[config.mk]
export PLATFORM = sky130hd
export DESIGN_NAME = qds_top
export DESIGN_NICKNAME = d
export VERILOG_FILES = /design/src/verilog/qds_pkg.sv /design/src/verilog/qds_wr_if.sv /design/src/verilog/qds_chan.sv /design/src/verilog/qds_top.sv
export SDC_FILE = /design/constraint.sdc
export NUM_CORES = 1
export LEC_CHECK = 0
export CORE_MARGIN = 2
export CORE_UTILIZATION = 52
export DETAILED_ROUTE_END_ITERATION = 16
export DONT_BUFFER_PORTS = 1
export PLACE_DENSITY = 0.67
export SYNTH_ARGS = -nofsm -noshare
export SYNTH_HDL_FRONTEND = slang
export SYNTH_HIERARCHICAL = 1
export SYNTH_SLANG_ARGS = --single-unit
[constraint.sdc]
create_clock -name clk_in -period 2.3 [get_ports clk_in]
set_input_delay 0.345 -clock clk_in [delete_from_list [all_inputs] [get_ports clk_in]]
set_output_delay 0.345 -clock clk_in [all_outputs]
set_load 0.1 [all_outputs]
[src/verilog/qds_pkg.sv]
`default_nettype none
// ==========================================================================
// shared constants for the four-channel output register sequencer
package qds_pkg;
  localparam int QDS_CH_N = 4;      // output channels
  localparam int QDS_PTR_W = 4;     // register pointer width
  localparam int QDS_REG_N = 16;    // pointer decode space
  localparam int QDS_DATA_W = 8;    // byte port width
  localparam int QDS_MAG_W = 12;    // converter magnitude width
  localparam int QDS_RNG_W = 2;     // stored range code width
  localparam int QDS_SEL_N = 4;     // range selects per channel
  // control byte layout
  localparam int QDS_CTRL_PTR_LSB = 0;  // pointer load field, bits 3..0
  localparam int QDS_CTRL_FLD_LSB = 4;  // upper field, bits 7..4
  localparam int QDS_FLD_LAST_LSB = 1;  // last channel, byte bits 6..5
  localparam int QDS_FLD_GSTB_BIT = 3;  // strobe enable, byte bit 7
  // high data byte layout
  localparam int QDS_HI_POL_BIT = 7;    // 1 = negative output
  localparam int QDS_HI_MAG_MSB = 3;    // magnitude bits 11..8 in 3..0
  // register numbers: data 0..7, range for channel c at 15 - c
  localparam logic [QDS_PTR_W-1:0] QDS_RANGE_CH0 = 4'hf;
  // reset values
  localparam logic [QDS_PTR_W-1:0] QDS_PTR_RST = 4'h0;
  localparam logic [3:0] QDS_FLD_RST = 4'h0;
  localparam logic [QDS_DATA_W-1:0] QDS_BYTE_RST = 8'h00;
  localparam logic [QDS_MAG_W-1:0] QDS_MAG_RST = 12'h000;
  localparam logic [QDS_RNG_W-1:0] QDS_RNG_RST = 2'h0;

  // range code 0..3 -> divide by 1, 2, 5, 10 (one-hot, bit 0 = by 1)
  function automatic logic [QDS_SEL_N-1:0] qds_range_dec(
    input logic [QDS_RNG_W-1:0] code);
    qds_range_dec = 4'h1 << code;
  endfunction
endpackage
`default_nettype wire

[src/verilog/qds_wr_if.sv]
`timescale 1ns/1ps
`default_nettype none
// ==========================================================================
// write path from the sequencer to the channel latches
interface qds_wr_if;
  import qds_pkg::*;
  logic [QDS_REG_N-1:0] wr_en;     // one-hot latch enables, one cycle
  logic [QDS_DATA_W-1:0] wr_data;  // byte being stored
  logic gstb_en;                   // magnitudes and reference selects wait for global strobe
  logic gstb_pulse;                // one cycle at strobe assertion
  modport src (output wr_en, wr_data, gstb_en, gstb_pulse);
  modport chan (input wr_en, wr_data, gstb_en, gstb_pulse);
endinterface
`default_nettype wire
[src/verilog/qds_chan.sv]
`timescale 1ns/1ps
`default_nettype none
// ==========================================================================
// one output channel: first-level latches, output latch, selects
module qds_chan import qds_pkg::*; #(
  parameter int CH = 0
) (
  input wire logic clk_in,                 // system clock
  input wire logic rst_b_in,               // async reset, active low
  qds_wr_if.chan wr,                       // write path
  output logic [QDS_MAG_W-1:0] code_out,   // magnitude to converter
  output logic ref_neg_b_out,              // negative reference select
  output logic ref_pos_b_out,              // positive reference select
  output logic [QDS_SEL_N-1:0] range_sel_out // divide by 1, 2, 5, 10
);
  localparam int LO_IDX = 2 * CH;
  localparam int HI_IDX = 2 * CH + 1;
  localparam int RG_IDX = int'(QDS_RANGE_CH0) - CH;

  logic [QDS_DATA_W-1:0] lo_r, lo_nxt, hi_r, hi_nxt;
  logic [QDS_RNG_W-1:0] rng_r, rng_nxt;
  logic [QDS_MAG_W-1:0] code_r, code_nxt;
  logic pol_r, pol_nxt;

  // ========================================================================
  // latch next values; the output stage lags the first level so that all
  // channels can be released together by the strobe
  always_comb begin
    lo_nxt = lo_r;
    hi_nxt = hi_r;
    rng_nxt = rng_r;
    code_nxt = code_r;
    pol_nxt = pol_r;
    if (wr.wr_en[LO_IDX]) lo_nxt = wr.wr_data;
    if (wr.wr_en[HI_IDX]) hi_nxt = wr.wr_data;
    if (wr.wr_en[RG_IDX]) rng_nxt = wr.wr_data[QDS_RNG_W-1:0];
    if (wr.wr_en[HI_IDX] && !wr.gstb_en) begin
      code_nxt = {wr.wr_data[QDS_HI_MAG_MSB:0], lo_r};
      pol_nxt = wr.wr_data[QDS_HI_POL_BIT];
    end else if (wr.gstb_en && wr.gstb_pulse) begin
      code_nxt = {hi_r[QDS_HI_MAG_MSB:0], lo_r};
      pol_nxt = hi_r[QDS_HI_POL_BIT];
    end
  end

  // power-up clears every latch, giving zero volts on the output
  always_ff @(posedge clk_in or negedge rst_b_in) begin
    if (!rst_b_in) begin
      lo_r <= QDS_BYTE_RST;
      hi_r <= QDS_BYTE_RST;
      rng_r <= QDS_RNG_RST;
      code_r <= QDS_MAG_RST;
      pol_r <= QDS_BYTE_RST[QDS_HI_POL_BIT];
    end else begin
      lo_r <= lo_nxt;
      hi_r <= hi_nxt;
      rng_r <= rng_nxt;
      code_r <= code_nxt;
      pol_r <= pol_nxt;
    end
  end

  // exactly one reference select is low at any time
  assign code_out = code_r;
  assign ref_neg_b_out = ~pol_r;
  assign ref_pos_b_out = pol_r;
  assign range_sel_out = qds_range_dec(rng_r);

  // ========================================================================
  // checks
  a_pol_select: assert property (
    @(posedge clk_in) disable iff (!rst_b_in)
    (ref_neg_b_out == !pol_r) && (ref_pos_b_out != ref_neg_b_out))
    else $error("reference selects do not follow polarity");
  a_range_onehot: assert property (
    @(posedge clk_in) disable iff (!rst_b_in)
    $onehot(range_sel_out) && range_sel_out == (4'h1 << rng_r))
    else $error("range selects not one-hot of stored range");
  a_imm_update: assert property (
    @(posedge clk_in) disable iff (!rst_b_in)
    wr.wr_en[HI_IDX] && !wr.gstb_en |=>
    code_out == {$past(wr.wr_data[QDS_HI_MAG_MSB:0]), $past(lo_r)}
    && pol_r == $past(wr.wr_data[QDS_HI_POL_BIT]))
    else $error("immediate update did not load the output");
  a_strobe_hold: assert property (
    @(posedge clk_in) disable iff (!rst_b_in)
    wr.gstb_en && !wr.gstb_pulse |=> $stable(code_out))
    else $error("output changed without global strobe");
  // a strobe copies the stored bytes, polarity included
  a_strobe_copy: assert property (
    @(posedge clk_in) disable iff (!rst_b_in)
    wr.gstb_en && wr.gstb_pulse |=>
    code_out == $past({hi_r[QDS_HI_MAG_MSB:0], lo_r})
    && ref_neg_b_out == !$past(hi_r[QDS_HI_POL_BIT]))
    else $error("global strobe did not copy the stored bytes");
endmodule // qds_chan
`default_nettype wire

[src/verilog/qds_top.sv]
`timescale 1ns/1ps
`default_nettype none
// ==========================================================================
// Function
// - power-up clears all data and range latches
// - four-bit pointer names next data target
// - pointer decoded to one-hot latch write enables
// - control write loads pointer and upper field
// - data write compares pointer with last channel
// - match clears pointer to channel 0 low
// - clear applied at end of write pulse
// - polarity drives one of two reference selects
// - range code gives one of four selects
// - twelve-bit magnitude presented as unsigned fraction
// - no match advances pointer to next register
// - registers 0-7 data, 12-15 ranges reversed
// - high byte bit 7 selects negative output
module qds_top import qds_pkg::*; (
  input wire logic clk_in,                      // 25 mhz system clock
  input wire logic rst_b_in,                    // async reset, active low
  input wire logic ctrl_wr_in,                  // control byte port write
  input wire logic data_wr_in,                  // data byte port write
  input wire logic [QDS_DATA_W-1:0] bus_data_in, // host data byte
  input wire logic gstrobe_b_in,                // global strobe, low
  output logic [QDS_CH_N*QDS_MAG_W-1:0] code_out, // magnitudes, ch0 low
  output logic [QDS_CH_N-1:0] ref_neg_b_out,    // negative ref select
  output logic [QDS_CH_N-1:0] ref_pos_b_out,    // positive ref select
  output logic [QDS_CH_N*QDS_SEL_N-1:0] range_sel_out, // range selects
  output logic [QDS_PTR_W-1:0] reg_ptr_out      // current pointer
);
  localparam int SYN_W = QDS_DATA_W + 3;

  // pointer to one-hot latch enable
  function automatic logic [QDS_REG_N-1:0] qds_ptr_dec(
    input logic [QDS_PTR_W-1:0] p);
    qds_ptr_dec = 16'h0001 << p;
  endfunction

  // ========================================================================
  // pin synchronisers: the host strobes are asynchronous to clk_in
  // the byte rides the same chain, so it stays aligned with its strobe
  logic [SYN_W-1:0] syn1_r, syn1_nxt, syn2_r, syn2_nxt;
  logic [2:0] dly_r, dly_nxt;
  localparam logic [SYN_W-1:0] SYN_RST = {3'b001, QDS_BYTE_RST};

  always_comb begin
    syn1_nxt = {ctrl_wr_in, data_wr_in, gstrobe_b_in, bus_data_in};
    syn2_nxt = syn1_r;
    dly_nxt = syn2_r[SYN_W-1 -: 3];
  end

  // third stage keeps the previous strobe levels for the edge detectors
  always_ff @(posedge clk_in or negedge rst_b_in) begin
    if (!rst_b_in) begin
      syn1_r <= SYN_RST;
      syn2_r <= SYN_RST;
      dly_r <= SYN_RST[SYN_W-1 -: 3];
    end else begin
      syn1_r <= syn1_nxt;
      syn2_r <= syn2_nxt;
      dly_r <= dly_nxt;
    end
  end

  // edge detection on the second stage only
  logic ctrl_s, data_s, gstb_b_s;
  logic [QDS_DATA_W-1:0] byte_s;
  logic ctrl_rise, data_rise, data_fall, gstb_fall;
  assign {ctrl_s, data_s, gstb_b_s, byte_s} = syn2_r;
  assign ctrl_rise = ctrl_s && !dly_r[2];
  assign data_rise = data_s && !dly_r[1];
  assign data_fall = !data_s && dly_r[1];
  assign gstb_fall = !gstb_b_s && dly_r[0];

  // ========================================================================
  // pointer and control field
  logic [QDS_PTR_W-1:0] ptr_r, ptr_nxt;
  logic [3:0] fld_r, fld_nxt;
  logic [1:0] last_ch;
  logic last_hit;

  // the last register of a run is the high byte of the last channel;
  // range registers never match, so a run from them always falls into 0
  assign last_ch = fld_r[QDS_FLD_LAST_LSB +: 2];
  assign last_hit = (ptr_r == {1'b0, last_ch, 1'b1});

  // a control load wins over a data write ending in the same cycle
  always_comb begin
    ptr_nxt = ptr_r;
    fld_nxt = fld_r;
    if (ctrl_rise) begin
      ptr_nxt = byte_s[QDS_CTRL_PTR_LSB +: QDS_PTR_W];
      fld_nxt = byte_s[QDS_CTRL_FLD_LSB +: 4];
    end else if (data_fall) begin
      if (last_hit) ptr_nxt = QDS_PTR_RST;
      else ptr_nxt = ptr_r + 4'h1;
    end
  end

  // pointer and control field registers
  always_ff @(posedge clk_in or negedge rst_b_in) begin
    if (!rst_b_in) begin
      ptr_r <= QDS_PTR_RST;
      fld_r <= QDS_FLD_RST;
    end else begin
      ptr_r <= ptr_nxt;
      fld_r <= fld_nxt;
    end
  end

  // ========================================================================
  // write path: byte stored at the start of the pulse, pointer moves later
  qds_wr_if wr ();
  assign wr.wr_en = data_rise ? qds_ptr_dec(ptr_r) : '0;
  assign wr.wr_data = byte_s;
  assign wr.gstb_en = fld_r[QDS_FLD_GSTB_BIT];
  assign wr.gstb_pulse = gstb_fall;
  assign reg_ptr_out = ptr_r;

  // registers 8..11 decode to enables that no channel uses
  genvar g;
  generate
    for (g = 0; g < QDS_CH_N; g++) begin : g_ch
      qds_chan #(.CH(g)) u_chan (
        .clk_in(clk_in),
        .rst_b_in(rst_b_in),
        .wr(wr.chan),
        .code_out(code_out[g*QDS_MAG_W +: QDS_MAG_W]),
        .ref_neg_b_out(ref_neg_b_out[g]),
        .ref_pos_b_out(ref_pos_b_out[g]),
        .range_sel_out(range_sel_out[g*QDS_SEL_N +: QDS_SEL_N])
      );
    end
  endgenerate

  // ========================================================================
  // checks
  // a control write loads the pointer from the low nibble
  a_ctrl_load_ptr: assert property (
    @(posedge clk_in) disable iff (!rst_b_in)
    ctrl_rise |=> ptr_r == $past(byte_s[QDS_CTRL_PTR_LSB +: QDS_PTR_W]))
    else $error("control write did not load pointer");

  // and keeps the upper nibble as the control field
  a_ctrl_field: assert property (
    @(posedge clk_in) disable iff (!rst_b_in)
    ctrl_rise |=> fld_r == $past(byte_s[QDS_CTRL_FLD_LSB +: 4]))
    else $error("control write did not store upper field");

  // the field only moves on a control write
  a_fld_hold: assert property (
    @(posedge clk_in) disable iff (!rst_b_in)
    !ctrl_rise |=> $stable(fld_r))
    else $error("control field changed without a control write");

  // pointer only moves on a control write or the end of a data write
  a_ptr_idle_hold: assert property (
    @(posedge clk_in) disable iff (!rst_b_in)
    !ctrl_rise && !data_fall |=> $stable(ptr_r))
    else $error("pointer moved without a port write");

  // exactly the pointed latch is enabled while a byte is stored
  a_wren_onehot: assert property (
    @(posedge clk_in) disable iff (!rst_b_in)
    data_rise ? ($onehot(wr.wr_en) && wr.wr_en[ptr_r]) : wr.wr_en == '0)
    else $error("latch enable not one-hot of pointer");

  // the enable is a single pulse; a long write must not store twice
  a_wren_pulse: assert property (
    @(posedge clk_in) disable iff (!rst_b_in)
    data_rise |=> wr.wr_en == '0)
    else $error("latch enable lasted more than one cycle");

  // only a high-byte register can match, so a run never stops
  // half way through a channel
  a_wrap_clear: assert property (
    @(posedge clk_in) disable iff (!rst_b_in)
    data_fall && !ctrl_rise && ptr_r == {1'b0, last_ch, 1'b1}
    |=> ptr_r == QDS_PTR_RST)
    else $error("pointer not cleared after last register");

  // otherwise the pointer steps to the next register
  a_ptr_advance: assert property (
    @(posedge clk_in) disable iff (!rst_b_in)
    data_fall && !ctrl_rise && !last_hit
    |=> ptr_r == 4'($past(ptr_r) + 4'h1))
    else $error("pointer did not advance");

  // any move not caused by a control load is a step or a clear
  a_ptr_no_skip: assert property (
    @(posedge clk_in) disable iff (!rst_b_in)
    $changed(ptr_r) && !$past(ctrl_rise) |->
    ptr_r == QDS_PTR_RST || ptr_r == 4'($past(ptr_r) + 4'h1))
    else $error("pointer jumped without a control write");

  // the last range register falls into the channel 0 low byte
  a_range_wrap: assert property (
    @(posedge clk_in) disable iff (!rst_b_in)
    data_fall && !ctrl_rise && ptr_r == QDS_RANGE_CH0
    |=> ptr_r == QDS_PTR_RST)
    else $error("pointer did not leave the range registers at 0");

  // the byte is stored while the pointer still names it; the move
  // waits for the end of the write pulse
  a_store_before: assert property (
    @(posedge clk_in) disable iff (!rst_b_in)
    data_rise && !ctrl_rise |=> $stable(ptr_r))
    else $error("pointer moved while byte was being stored");

  // a held strobe must not copy the channels more than once
  a_gstb_single: assert property (
    @(posedge clk_in) disable iff (!rst_b_in)
    gstb_fall |=> !gstb_fall)
    else $error("strobe edge lasted more than one cycle");

  // everything is clear as soon as reset lets go
  a_reset_clear: assert property (
    @(posedge clk_in)
    $rose(rst_b_in) |-> code_out == '0 && ptr_r == QDS_PTR_RST
    && ref_pos_b_out == '0)
    else $error("latches not clear after reset");
endmodule // qds_top
`default_nettype wire

---- After elaboration in Yosys (flattened, before gate mapping) ----
Cells that the tools add are included.
storage, ports and cells
  flip-flop bits (word level) ............. 157
  bits of input ports ..................... 13
  output and inout bits ................... 76
  logic and storage cells ................. 75
operators by class
  $add $sub $neg .......................... 1
  eq/ne operators ......................... 1
  shifts and indexed selects .............. 5
  mux-type cells .......................... 20
  bitwise gates (word level) .............. 4
  reduce and logical (&&, ||, !) cells .... 19
operators by type and width
  cell                  number
  $mux 12               8
  $mux 16               1
  $shl 1x2->4 const A   4
  $shl 1x4->16 const A  1
  $mux 4                3
  $reduce_bool 2->1     5
  $logic_and 1x1->1     9
  $mux 1                8
  $logic_not 1->1       5
  $add 4x1->4 const B   1
  $eq 4x3->1            1
  $not 1->1             4

---- Longest topological paths before layout ----
Gate-level depths: netlist (run 1).
  depth in word-level cells ............... 5
  gate-level depth with buffers ........... 8
  depth with buffers taken out ............ 6

---- Modules after synthesis ----
The synthesis (run 1) kept the hierarchy.
modules (own cells, without submodules)
  module    instances  cells an instance  area each (µm²)  seq. area each (µm²)
  qds_chan  4          76                 1187.4           700.7
  qds_top   1          94                 1206.2           804.5

---- Least setup slack after synthesis (run 1) ----
OpenSTA, ideal clock, no wires.
  kind .................................... register to register
  start ................................... register ptr_r[1], in the netlist reg_ptr_out[1]
  end ..................................... register g_ch[3].u_chan.hi_r[0]
  library setup time ...................... 0.125 ns
  data arrival time ....................... 2.297 ns
  data required time ...................... 2.175 ns
  setup slack ............................. -0.122 ns
  cell stages (with the launch flop) ...... 7
  buffers on the path ..................... 1
  clock period less this slack ............ 2.422 ns
  cells stage by stage .................... dfrtp_1 -> ha_1 -> ha_1 -> nand2_1 -> nor2_1 -> buf_2 -> mux2_2
between the ends
  word-level cells in the longest chain between the ends .. 2
RTL lines
  what                    RTL line        RTL
  from (decl)             qds_top.sv:77   logic [QDS_PTR_W-1:0] ptr_r, ptr_nxt;
  from (signal assigned)  qds_top.sv:106  ptr_r <= ptr_nxt;
  $shl 1x4->16            qds_top.sv:36   qds_ptr_dec = 16'h0001 << p;
  $mux 16                 qds_top.sv:114  assign wr.wr_en = data_rise ? qds_ptr_dec(ptr_r) : '0;
  net wr.wr_en[7]         qds_wr_if.sv:7  logic [QDS_REG_N-1:0] wr_en;
  to (signal assigned)    qds_chan.sv:56  hi_r <= hi_nxt;
  to (decl)               qds_chan.sv:20  logic [QDS_DATA_W-1:0] lo_r, lo_nxt, hi_r, hi_nxt;
The timed path passes the listed nets, and every way through them passes these cells.
A chain may end at the register's enable or synchronous reset.

---- Worst setup path in the final report (run 1) ----
  start ................................... register ptr_r[0], in the netlist reg_ptr_out[0]
  end ..................................... register g_ch[1].u_chan.code_r[4]
between the ends
  word-level cells in the longest chain between the ends .. 4
  elaborated cells between the ends (all ways) .. 5
  classes of those cells .................. 1 x shift; 2 x mux; 2 x reduce/logical
RTL lines
  what                                                 RTL line        RTL
  $shl 1x4->16 *                                       qds_top.sv:36
  $mux 16 *                                            qds_top.sv:114
  net wr.wr_en[3]                                      qds_wr_if.sv:7
  $logic_and 1x1->1 *                                  qds_chan.sv:37  if (wr.wr_en[HI_IDX] && !wr.gstb_en) begin
  $mux 12 / $reduce_bool 2->1 (equally long branches)  n/a
  to (signal assigned)                                 qds_chan.sv:58  code_r <= code_nxt;
  to (decl)                                            qds_chan.sv:22  logic [QDS_MAG_W-1:0] code_r, code_nxt;
Mark *: on every way through the listed nets, which the timed path passes. The rest lies on a longest branch.

==> impl_results.md, run 1 <==
* Run status: complete, but fails checks
* Failing checks: negative hold slack
* CTS Root Buffer Type: clkbuf_16
* Fin Setup TNS at 0 ns
* Cell Area, Synth at 0.00593 mm²
* Cell repeated most along the worst path: ha_1
* Tcrit/Tclk final at 81.9%
* Vias in the first global route at 3,535
* Net Count, Synth at 412
* Slowest stage delay, CP at 0.45 ns
* Worst hold slack at -0.363 ns
* Clock buffer depth at 2
* DRT iter0 DRCs at 113
* Global Route Usage Sum at 19.8%
* RSZ-0062 raised after global routing: false
* Detail Route Antenna Nets at 0
* Reg2reg path depth at 6
* # clock sinks at ~140
* Die Height at 111 µm
* Fmax at 531 MHz
* Max-slew headroom at 38.1%
* First-pass GRT wire length at 18,800 µm
* Warnings, synthesis at 6
* CORE AREA at between 0.01 and 0.015 mm²
* Reg2reg setup slack at 0.42 ns
* Share of cells above drive strength 1 at 43.2%
* Min cycle time layout at 1.88 ns
* Residual DRC at 0
* Hold Fails Final Rpt at 144
* CP startpoint kind: flip-flop
* PostCTS Resize Cnt at 0
* Avg Cell Area, Syn at approximately 15 µm²
* CP max-delay cell: dfrtp_2
* DR WL/cell at 18.5 µm
* Via Count at 3,260
* H-Tree Depth at 4
* Critical path class: flip-flop to flip-flop
* Worst-margin pin slew at 0.928 ns
* HP Class: input pin to async pin
* MaxCap Viol Count at 0
* Most frequent cells in the layout: dfrtp_1 (139), mux2_2 (93), mux2i_1 (60)
* Crit path DAT at 2.17 ns
* WP data required at 2.58 ns
* Reg-to-reg endpoint: g_ch[1].u_chan/code_out[4]$_DFFE_PN0P_
* Diode count at 0
* Post-route clock skew at 0.00448 ns
* Hold-fix buffers, CTS at 11
* CTS buffer count at 17
* CP Max Fanout at 8
* Cells after synthesis at between 300 and 400
* Vias per cell at ~5.3
* IO buf count at 0
* Crit-path cells: ha_1, ha_1, nand2_1, nor2_1, mux2i_4, mux2_2
* GR Overflow Total at 0
* CTS tree: yes
* CTS clk-pin slew, worst paths at roughly 0.06 ns
* Area delta synth->final at 21.8%
* DIE AREA at 0.0123 mm²
* Overall die width at 111 µm
* Endpoint class of the critical path: flip-flop
* Antenna violations before repair at 0
* Most common cell after layout, fill and taps aside: dfrtp_1
* Placed insts at 573
* # setup viols final at 0
* First-pass DRT Iterations at 4
* I/O pin total at 89
* Final Non-Filler Cells at 615
* Post-CTS setup buffers at 0
* Final WL at 11,400 µm
* Maximum number of pins on one net before global-route repair at 145
* Final Net Count at between 400 and 500
* Reg2Reg Launch Point: reg_ptr_out[0]$_DFFE_PN0P_
* Initial Util at a little over half
* Final GP Congestion at 0.864
* Clk_lat worst skew at 0.40 ns
* Fin. max-slew vios at 0
* Post-DP HPWL at 7170 µm
* Fillers at 847
* Number of core rows at 39
==> metrics by stage <==
stage	setup WS [ns]	util, %	instance area, µm²	hold slack [ns]
final	0.417	64.1	7230	-0.363
after global placement	0.483	57.1	6440	0.0560
after detailed placement	0.415	57.1	6440	0.0547
after global routing	0.310	64.1	7230	-0.386
after floorplan	0.0683	-	5940	0.0494
after CTS	0.406	64.1	7230	-0.379
==> cell type report <==
type,count,area (µm²),share of cell area [%]
multi-input combinational,223,2210,30.5
tap,143,179,2.47
sequential,144,3610,49.9
timing repair buffer,67,531,7.34
clock buffer,22,474,6.56
clock inverter,9,204,2.82
inverter,7,26.3,0.363
==> metal layers <==
layer  up-vias  global-route usage [%]  part of all wire [%]
met2        80                    31.6                    49
met3        13                    5.30                   5.0
li1       1501                       -                     -
met4         0                    7.92                   1.4
met5         -                       0                     0
met1      1666                    26.0                    45
==> how the worst max path moves through the flow <==
stage                                from                                endpoint  slack [ns]
5_1_grt        reg_ptr_out[2]$_DFFE_PN0P_  g_ch[1].u_chan/code_out[4]$_DFFE_PN0P_        0.31
6_report       reg_ptr_out[0]$_DFFE_PN0P_  g_ch[1].u_chan/code_out[4]$_DFFE_PN0P_        0.42
4_1_cts        reg_ptr_out[0]$_DFFE_PN0P_  g_ch[1].u_chan/code_out[4]$_DFFE_PN0P_        0.41
3_3_place_gp   reg_ptr_out[0]$_DFFE_PN0P_  g_ch[1].u_chan/code_out[0]$_DFFE_PN0P_        0.48
2_1_floorplan  reg_ptr_out[2]$_DFFE_PN0P_  g_ch[1].u_chan/code_out[0]$_DFFE_PN0P_        0.07
3_5_place_dp   reg_ptr_out[0]$_DFFE_PN0P_  g_ch[1].u_chan/code_out[6]$_DFFE_PN0P_        0.41
==> state kept, by name (all words and copies together), names as in the netlist <==
name,count
dly_r,3
g_ch.u_chan/code_out,48
syn1_r,11
syn2_r,11
g_ch.u_chan/ref_pos_b_out,4
fld_r,3
g_ch.u_chan/rng_r,8
g_ch.u_chan/lo_r,32
reg_ptr_out,4
g_ch.u_chan/hi_r,20
==> critical path, delay by kind of cell (launching register included) <==
kind          cells  cell delay [ns]
mux               2             0.76
flops             1             0.45
fa+ha+maj         2             0.42
simple gates      2             0.14
Power of run 1 is not shown: default switching activity piles up to over one toggle a cycle in this logic, so the estimate is an artifact.
==> run 2, diff against run 1 <==
- ABC_AREA: default -> 1
- clock period: 2.3 -> 1.79 ns (I/O delays scaled with it)
==> run 2 against run 1 <==
The run still ends with negative hold slack left. Global-route usage grew 1.4 points. Setup slack lost 0.29 ns. Flip-flop and latch count is the same. Largest cell class unchanged. Highest routed layer unchanged.
==> impl_results.md, run 2 <==
* Run status: complete, but fails checks (unchanged)
* Failing checks: negative hold slack (unchanged)
* Antenna violations before repair at 0 (unchanged)
* MaxCap Viol Count at 0 (unchanged)
* CP Max Fanout at 13 (was 8)
* Via Count at 4,406 (was 3,260)
* CP endpoint: g_ch[2].u_chan/code_out[10]$_DFFE_PN0P_ (was g_ch[1].u_chan/code_out[4]$_DFFE_PN0P_)
* Warnings, synthesis at 6 (unchanged)
* Critical path class: flip-flop to flip-flop (unchanged)
* Vias per cell at 4.87 (was 5.30)
* CTS clk-pin slew, worst paths at 0.06 ns (about the same)
* CTS buffer count at 17 (unchanged)
* Fillers at 886 (was 847)
* First-pass GRT wire length at 21,000 µm (was 18,800 µm)
* Vias in the first global route at 4,401 (was 3,535)
* Maximum number of pins on one net before global-route repair at 145 (unchanged)
* GR Util met3 at 7.66% (was 5.30%)
* Post-DP HPWL at 8510 µm (was 7170 µm)
* # setup viols final at 0 (unchanged)
* DR WL/cell at 13.8 µm (was 18.5 µm)
* Min cycle time layout at 1.67 ns (was 1.88 ns)
* Reg2Reg Launch Point: reg_ptr_out[1]$_DFFE_PN0P_ (was reg_ptr_out[0]$_DFFE_PN0P_)
* Detail Route Antenna Nets at 0 (unchanged)
* IO buf count at 0 (unchanged)
* First-pass DRT Iterations at 4 (unchanged)
* Avg Cell Area, Syn at 9.58 µm² (was 15.1 µm²)
* Hold Fails Final Rpt at 144 (unchanged)
* Reg-to-reg endpoint: g_ch[2].u_chan/code_out[10]$_DFFE_PN0P_ (was g_ch[1].u_chan/code_out[4]$_DFFE_PN0P_)
* Initial Util at 53.6% (was 52.6%)
* CTS Root Buffer Type: clkbuf_16 (unchanged)
* Worst-margin pin slew at 0.597 ns (was 0.928 ns)
* Reg2reg path depth at 10 (was 6)
* Critical Path Start: reg_ptr_out[1]$_DFFE_PN0P_ (was reg_ptr_out[0]$_DFFE_PN0P_)
* Final WL at 12,400 µm (was 11,400 µm)
* H-Tree Depth at 4 (unchanged)
* Final GP Congestion at 0.871 (was 0.864)
* Share of cells above drive strength 1 at 31.3% (was 43.2%)
* Met1 Use GR at 27.3% (was 26.0%)
* CP startpoint kind: flip-flop (unchanged)
* Global Route Usage Sum at 21.2% (was 19.8%)
* Post-route clock skew at 0.00936 ns (was 0.00448 ns)
* Tcrit/Tclk final at 93.2% (was 81.9%)
* Final Net Count at 767 (was 479)
* Placed insts at 856 (was 573)
* GR Overflow Total at 0 (unchanged)
* Die Height at 113 µm (was 111 µm)
* Most frequent cells in the layout: nand2_1 (183), dfrtp_1 (133), buf_4 (94) (was dfrtp_1 (139), mux2_2 (93), mux2i_1 (60))
* Endpoint class of the critical path: flip-flop (unchanged)
* Cell Area, Synth at 0.00615 mm² (was 0.00593 mm²)
* Fmax at 599 MHz (was 531 MHz)
* Hold-fix buffers, CTS at 11 (unchanged)
* I/O pin total at 89 (unchanged)
* Max-slew headroom at 60.2% (was 38.1%)
* Most common cell after layout, fill and taps aside: nand2_1 (was dfrtp_1)
* Clock buffer depth at 2 (unchanged)
* CORE AREA at 0.0115 mm² (was 0.0113 mm²)
* DRT iter0 DRCs at 238 (was 113)
* Worst hold slack at -0.453 ns (was -0.363 ns)
* Net Count, Synth at 661 (was 412)
* GRT met2 Usage at 33.2% (was 31.6%)
* WP data required at 2.09 ns (was 2.58 ns)
* Clk_lat worst skew at 0.42 ns (was 0.40 ns)
* Final Non-Filler Cells at 904 (was 615)
* # clock sinks at 144 (unchanged)
* Number of core rows at 39 (unchanged)
* RSZ-0062 raised after global routing: false (unchanged)
* Area delta synth->final at 24.3% (was 21.8%)
* Global route hottest layer: met2 (unchanged)
* Cells after synthesis at 642 (was 393)
* HP Class: input pin to async pin (unchanged)
* Fin. max-slew vios at 0 (unchanged)
* Overall die width at 113 µm (was 111 µm)
* Reg2reg setup slack at 0.12 ns (was 0.42 ns)
* CTS tree: yes (unchanged)
* Max reg flops at 48 (unchanged)
* Final Util at 66.6% (was 64.1%)
* DIE AREA at 0.0127 mm² (was 0.0123 mm²)
* Residual DRC at 0 (unchanged)
* Diode count at 0 (unchanged)
* Crit path DAT at 1.97 ns (was 2.17 ns)
-- run 2: what timing repair did --
| action | in CTS | in global routing |
|---|---|---|
| hold endpoints to repair | 155 | 144 |
| gates resized for setup | 0 | 12 |
| endpoints found under the setup margin | 0 | 32 |
| setup buffers | 0 | 5 |
-- run 2: layout make-up --
cell class	instances	area, µm²	share of cell area [%]
clock buffers	22	474	6.21
clock inverters	10	111	1.46
inverters	77	327	4.27
multi-input cells	401	2090	27.3
flip-flops and latches	144	3620	47.4
well taps	143	179	2.34
repair buffers	107	838	11.0
-- run 2: per-stage QoR --
stage	TNS, ns	worst slack, ns	cell area, µm²
6_report	0	0.122	7640
5_1_grt	0	0.00601	7640
4_1_cts	0	0.00981	7570
3_5_place_dp	0	0.0381	6880
3_3_place_gp	0	0.0880	6880
2_1_floorplan	-1.70	-0.145	6190
-- run 2: routing by layer --
metal / vias to the layer above / part of all wire (%)
met5: - / 0
met4: 0 / 1.3
met3: 14 / 5.8
met2: 97 / 49
met1: 2100 / 44
li1: 2195 / -
-- run 2: worst min path at each step --
stage | start | endpoint | slack [ns]
after global placement | rst_b_in | g_ch[3].u_chan/ref_pos_b_out$_DFFE_PN0P_ | -0.02
after floorplan | rst_b_in | dly_r[1]$_DFF_PN0_ | -0.03
after global routing | rst_b_in | g_ch[3].u_chan/code_out[1]$_DFFE_PN0P_ | -0.48
after detailed placement | rst_b_in | g_ch[3].u_chan/code_out[11]$_DFFE_PN0P_ | -0.02
final | rst_b_in | g_ch[3].u_chan/code_out[11]$_DFFE_PN0P_ | -0.45
after CTS | rst_b_in | g_ch[3].u_chan/code_out[1]$_DFFE_PN0P_ | -0.48
-- run 2: worst max-delay path: stages (launching register included) --
cell	delay [ns]
dfrtp_4	0.51
inv_4	0.08
ha_2	0.19
nand2_2	0.07
nor2_2	0.15
buf_6	0.16
nand2_8	0.07
nand2_8	0.11
inv_6	0.08
nand2_2	0.07
nand2_1	0.06
Power of run 2 is left out for the same reason.
==> run 3, diff against run 2 <==
- CORE_UTILIZATION: 52 -> 24
- PLACE_DENSITY: 0.67 -> default
- SETUP_SLACK_MARGIN: default -> 0.3
==> run 3 against run 2 <==
The flow still finishes with violations (negative hold slack). Cell count increased by 25%. Via count increased by 5.3%. Critical path depth decreased by 8. Clock skew increased by 0.0014 ns. First-iteration DRC count decreased by 14%. Count of clock-buffer cells in the layout decreased by 2. Utilization decreased by 29 points. Cell area increased by 24%. Register-to-register slack improved by 0.08 ns. Wire length increased by 31%. Critical endpoint is now ref_neg_b_out[1]. Largest cell class unchanged.
==> impl_results.md, run 3 (synthesis gave the netlist of run 2 again) <==
* DIE AREA at 0.0269 mm² (was 0.0127 mm²)
* Max reg flops at 48 (unchanged)
* First-pass GRT wire length at 25,500 µm (was 21,000 µm)
* Initial Util at 24.4% (was 53.6%)
* DP Worst Slack at 0.103 ns (was 0.0381 ns)
* Via Count at 4,640 (was 4,406)
* # setup viols final at 0 (unchanged)
* Slowest stage delay, CP at 0.65 ns (was 0.51 ns)
* HP Class: input pin to async pin (unchanged)
* Reg-to-reg endpoint: g_ch[1].u_chan/lo_r[4]$_DFFE_PN0P_ (was g_ch[2].u_chan/code_out[10]$_DFFE_PN0P_)
* CORE AREA at 0.0252 mm² (was 0.0115 mm²)
* Tcrit/Tclk final at 93.9% (was 93.2%)
* RSZ-0062 raised after global routing: true (was false)
* Most common cell after layout, fill and taps aside: nand2_1 (unchanged)
* Share of cells above drive strength 1 at 53.1% (was 31.3%)
* Hold-fix buffers, CTS at 11 (unchanged)
* CTS Root Buffer Type: clkbuf_16 (unchanged)
* DR WL/cell at 14.4 µm (was 13.8 µm)
* Die Height at 164 µm (was 113 µm)
* Antenna violations before repair at 0 (unchanged)
* Run status: complete, but fails checks (unchanged)
* Clk_lat worst skew at 0.42 ns (about the same)
* Detail Route Antenna Nets at 0 (unchanged)
* Number of core rows at 58 (was 39)
* CTS clk-pin slew, worst paths at 0.06 ns (about the same)
* Endpoint class of the critical path: primary output (was flip-flop)
* Final WL at 16,300 µm (was 12,400 µm)
* Maximum number of pins on one net before global-route repair at 145 (unchanged)
* Worst-margin pin slew at 0.601 ns (was 0.597 ns)
* Fin. max-slew vios at 0 (unchanged)
* Residual DRC at 0 (unchanged)
* Area of the multi-input gates at 0.00290 mm² (was 0.00209 mm²)
* Critical path class: flip-flop to primary output (was flip-flop to flip-flop)
* Diode count at 0 (unchanged)
* Clock buffer depth at 2 (unchanged)
* Fmax at 595 MHz (was 599 MHz)
* Register area at 0.00365 mm² (was 0.00362 mm²)
* Final GP Congestion at 0.805 (was 0.871)
* Min cycle time layout at 1.68 ns (was 1.67 ns)
* Global Route Usage Sum at 12.5% (was 21.2%)
* Post-DP HPWL at 10,000 µm (was 8510 µm)
* Final Net Count at 809 (was 767)
* Area delta synth->final at 53.8% (was 24.3%)
* H-Tree Depth at 4 (unchanged)
* Post-route clock skew at 0.0108 ns (was 0.00936 ns)
* Reg2reg setup slack at 0.20 ns (was 0.12 ns)
* Worst hold slack at -0.444 ns (was -0.453 ns)
* IO buf count at 0 (unchanged)
* Crit path max-delay family: flip-flops (was simple AND/OR/NAND/NOR gates)
* GR Overflow Total at 0 (unchanged)
* CP Max Fanout at 3 (was 13)
* CP max-delay cell: dfrtp_4 (unchanged)
* DRT iter0 DRCs at 204 (was 238)
* Crit path DAT at 1.41 ns (was 1.97 ns)
* # clock sinks at 144 (unchanged)
* CTS tree: yes (unchanged)
* Failing checks: negative hold slack (unchanged)
* Fin worst setup slack at 0.110 ns (was 0.122 ns)
* Hold Fails Final Rpt at 144 (unchanged)
* Reg2Reg Launch Point: reg_ptr_out[0]$_DFFE_PN0P_ (was reg_ptr_out[1]$_DFFE_PN0P_)
* I/O pin total at 89 (unchanged)
* Crit-path cells: clkinvlp_4, buf_6 (was inv_4, ha_2, nand2_2, nor2_2, buf_6, nand2_8, nand2_8, inv_6, nand2_2, nand2_1)
* Max-slew headroom at 59.9% (was 60.2%)
* Reg2reg path depth at 6 (was 10)
* Most frequent cells in the layout: nand2_1 (128), dfrtp_1 (124), nand2_2 (78) (was nand2_1 (183), dfrtp_1 (133), buf_4 (94))
* WP data required at 1.52 ns (was 2.09 ns)
* MaxCap Viol Count at 0 (unchanged)
* Fillers at 2,446 (was 886)
* CP startpoint kind: flip-flop (unchanged)
* Vias in the first global route at 4,678 (was 4,401)
* Vias per cell at 4.10 (was 4.87)
* Sum of buffers and inverters on the critical path at 2 (was 3)
* Overall die width at 164 µm (was 113 µm)
* First-pass DRT Iterations at 4 (unchanged)
* CTS buffer count at 17 (unchanged)
[run 3: cell count changes in the layout (fill, tap and decap cells not counted), sizes merged]
cell / change
buf: +34
clkbuf: -2
clkinvlp: +1
inv: +5
nand2: +4
[run 3: repair_timing]
action                                  4_1_cts  5_1_grt
buffers inserted                             25        5
gates cloned                                 12        1
resized for setup                           183      115
endpoints found under the hold margin       155      144
pin swaps                                    58       47
endpoints found under the setup margin      111      127
[run 3: per-layer routing]
layer	track usage [%]	vias up	part of all wire [%]
met5	0	-	0
met4	3.95	0	0.96
met3	3.41	15	4.9
met2	19.9	95	49
met1	16.5	2247	45
li1	-	2283	-
[run 3: per-stage QoR]
stage	area [µm²]	utilization, %	instances	setup TNS (ns)
2_1_floorplan	6430	-	642	-1.70
3_3_place_gp	7330	29.1	1047	0
3_5_place_dp	7330	29.1	1047	0
4_1_cts	9010	35.8	1127	0
5_1_grt	9460	37.6	1133	0
6_report	9460	37.6	1133	0
[run 3: worst max path at each step]
stage	cells past startpoint	slack, ns	to	start
floorplan	2	-0.14	range_sel_out[13]	g_ch[3].u_chan/rng_r[0]$_DFFE_PN0P_
global placement	10	0.14	g_ch[0].u_chan/code_out[8]$_DFFE_PN0P_	reg_ptr_out[1]$_DFFE_PN0P_
detailed placement	10	0.10	g_ch[0].u_chan/ref_pos_b_out$_DFFE_PN0P_	reg_ptr_out[1]$_DFFE_PN0P_
CTS	2	0.09	ref_neg_b_out[0]	g_ch[0].u_chan/ref_pos_b_out$_DFFE_PN0P_
global route	2	0.06	ref_neg_b_out[2]	g_ch[2].u_chan/ref_pos_b_out$_DFFE_PN0P_
finish	2	0.11	ref_neg_b_out[1]	g_ch[1].u_chan/ref_pos_b_out$_DFFE_PN0P_
[run 3: cell type report]
class                           count  share of cell area (%)
Multi-Input combinational cell    405                    30.6
Timing Repair Buffer              141                    15.9
Inverter                           77                    3.90
Timing Repair inverter              4                   0.476
Clock inverter                     12                    1.43
Clock buffer                       20                    4.72
Sequential cell                   144                    38.6
Tap cell                          330                    4.37
[run 3: worst register-to-register path, stage by stage (launching register included)]
cell and delay, ns:
dfrtp_4 0.52, buf_6 0.14, inv_6 0.06, ha_4 0.16, nand2_4 0.06, nor2_4 0.21
mux2_4 0.33
Power of run 3 is left out for the same reason.
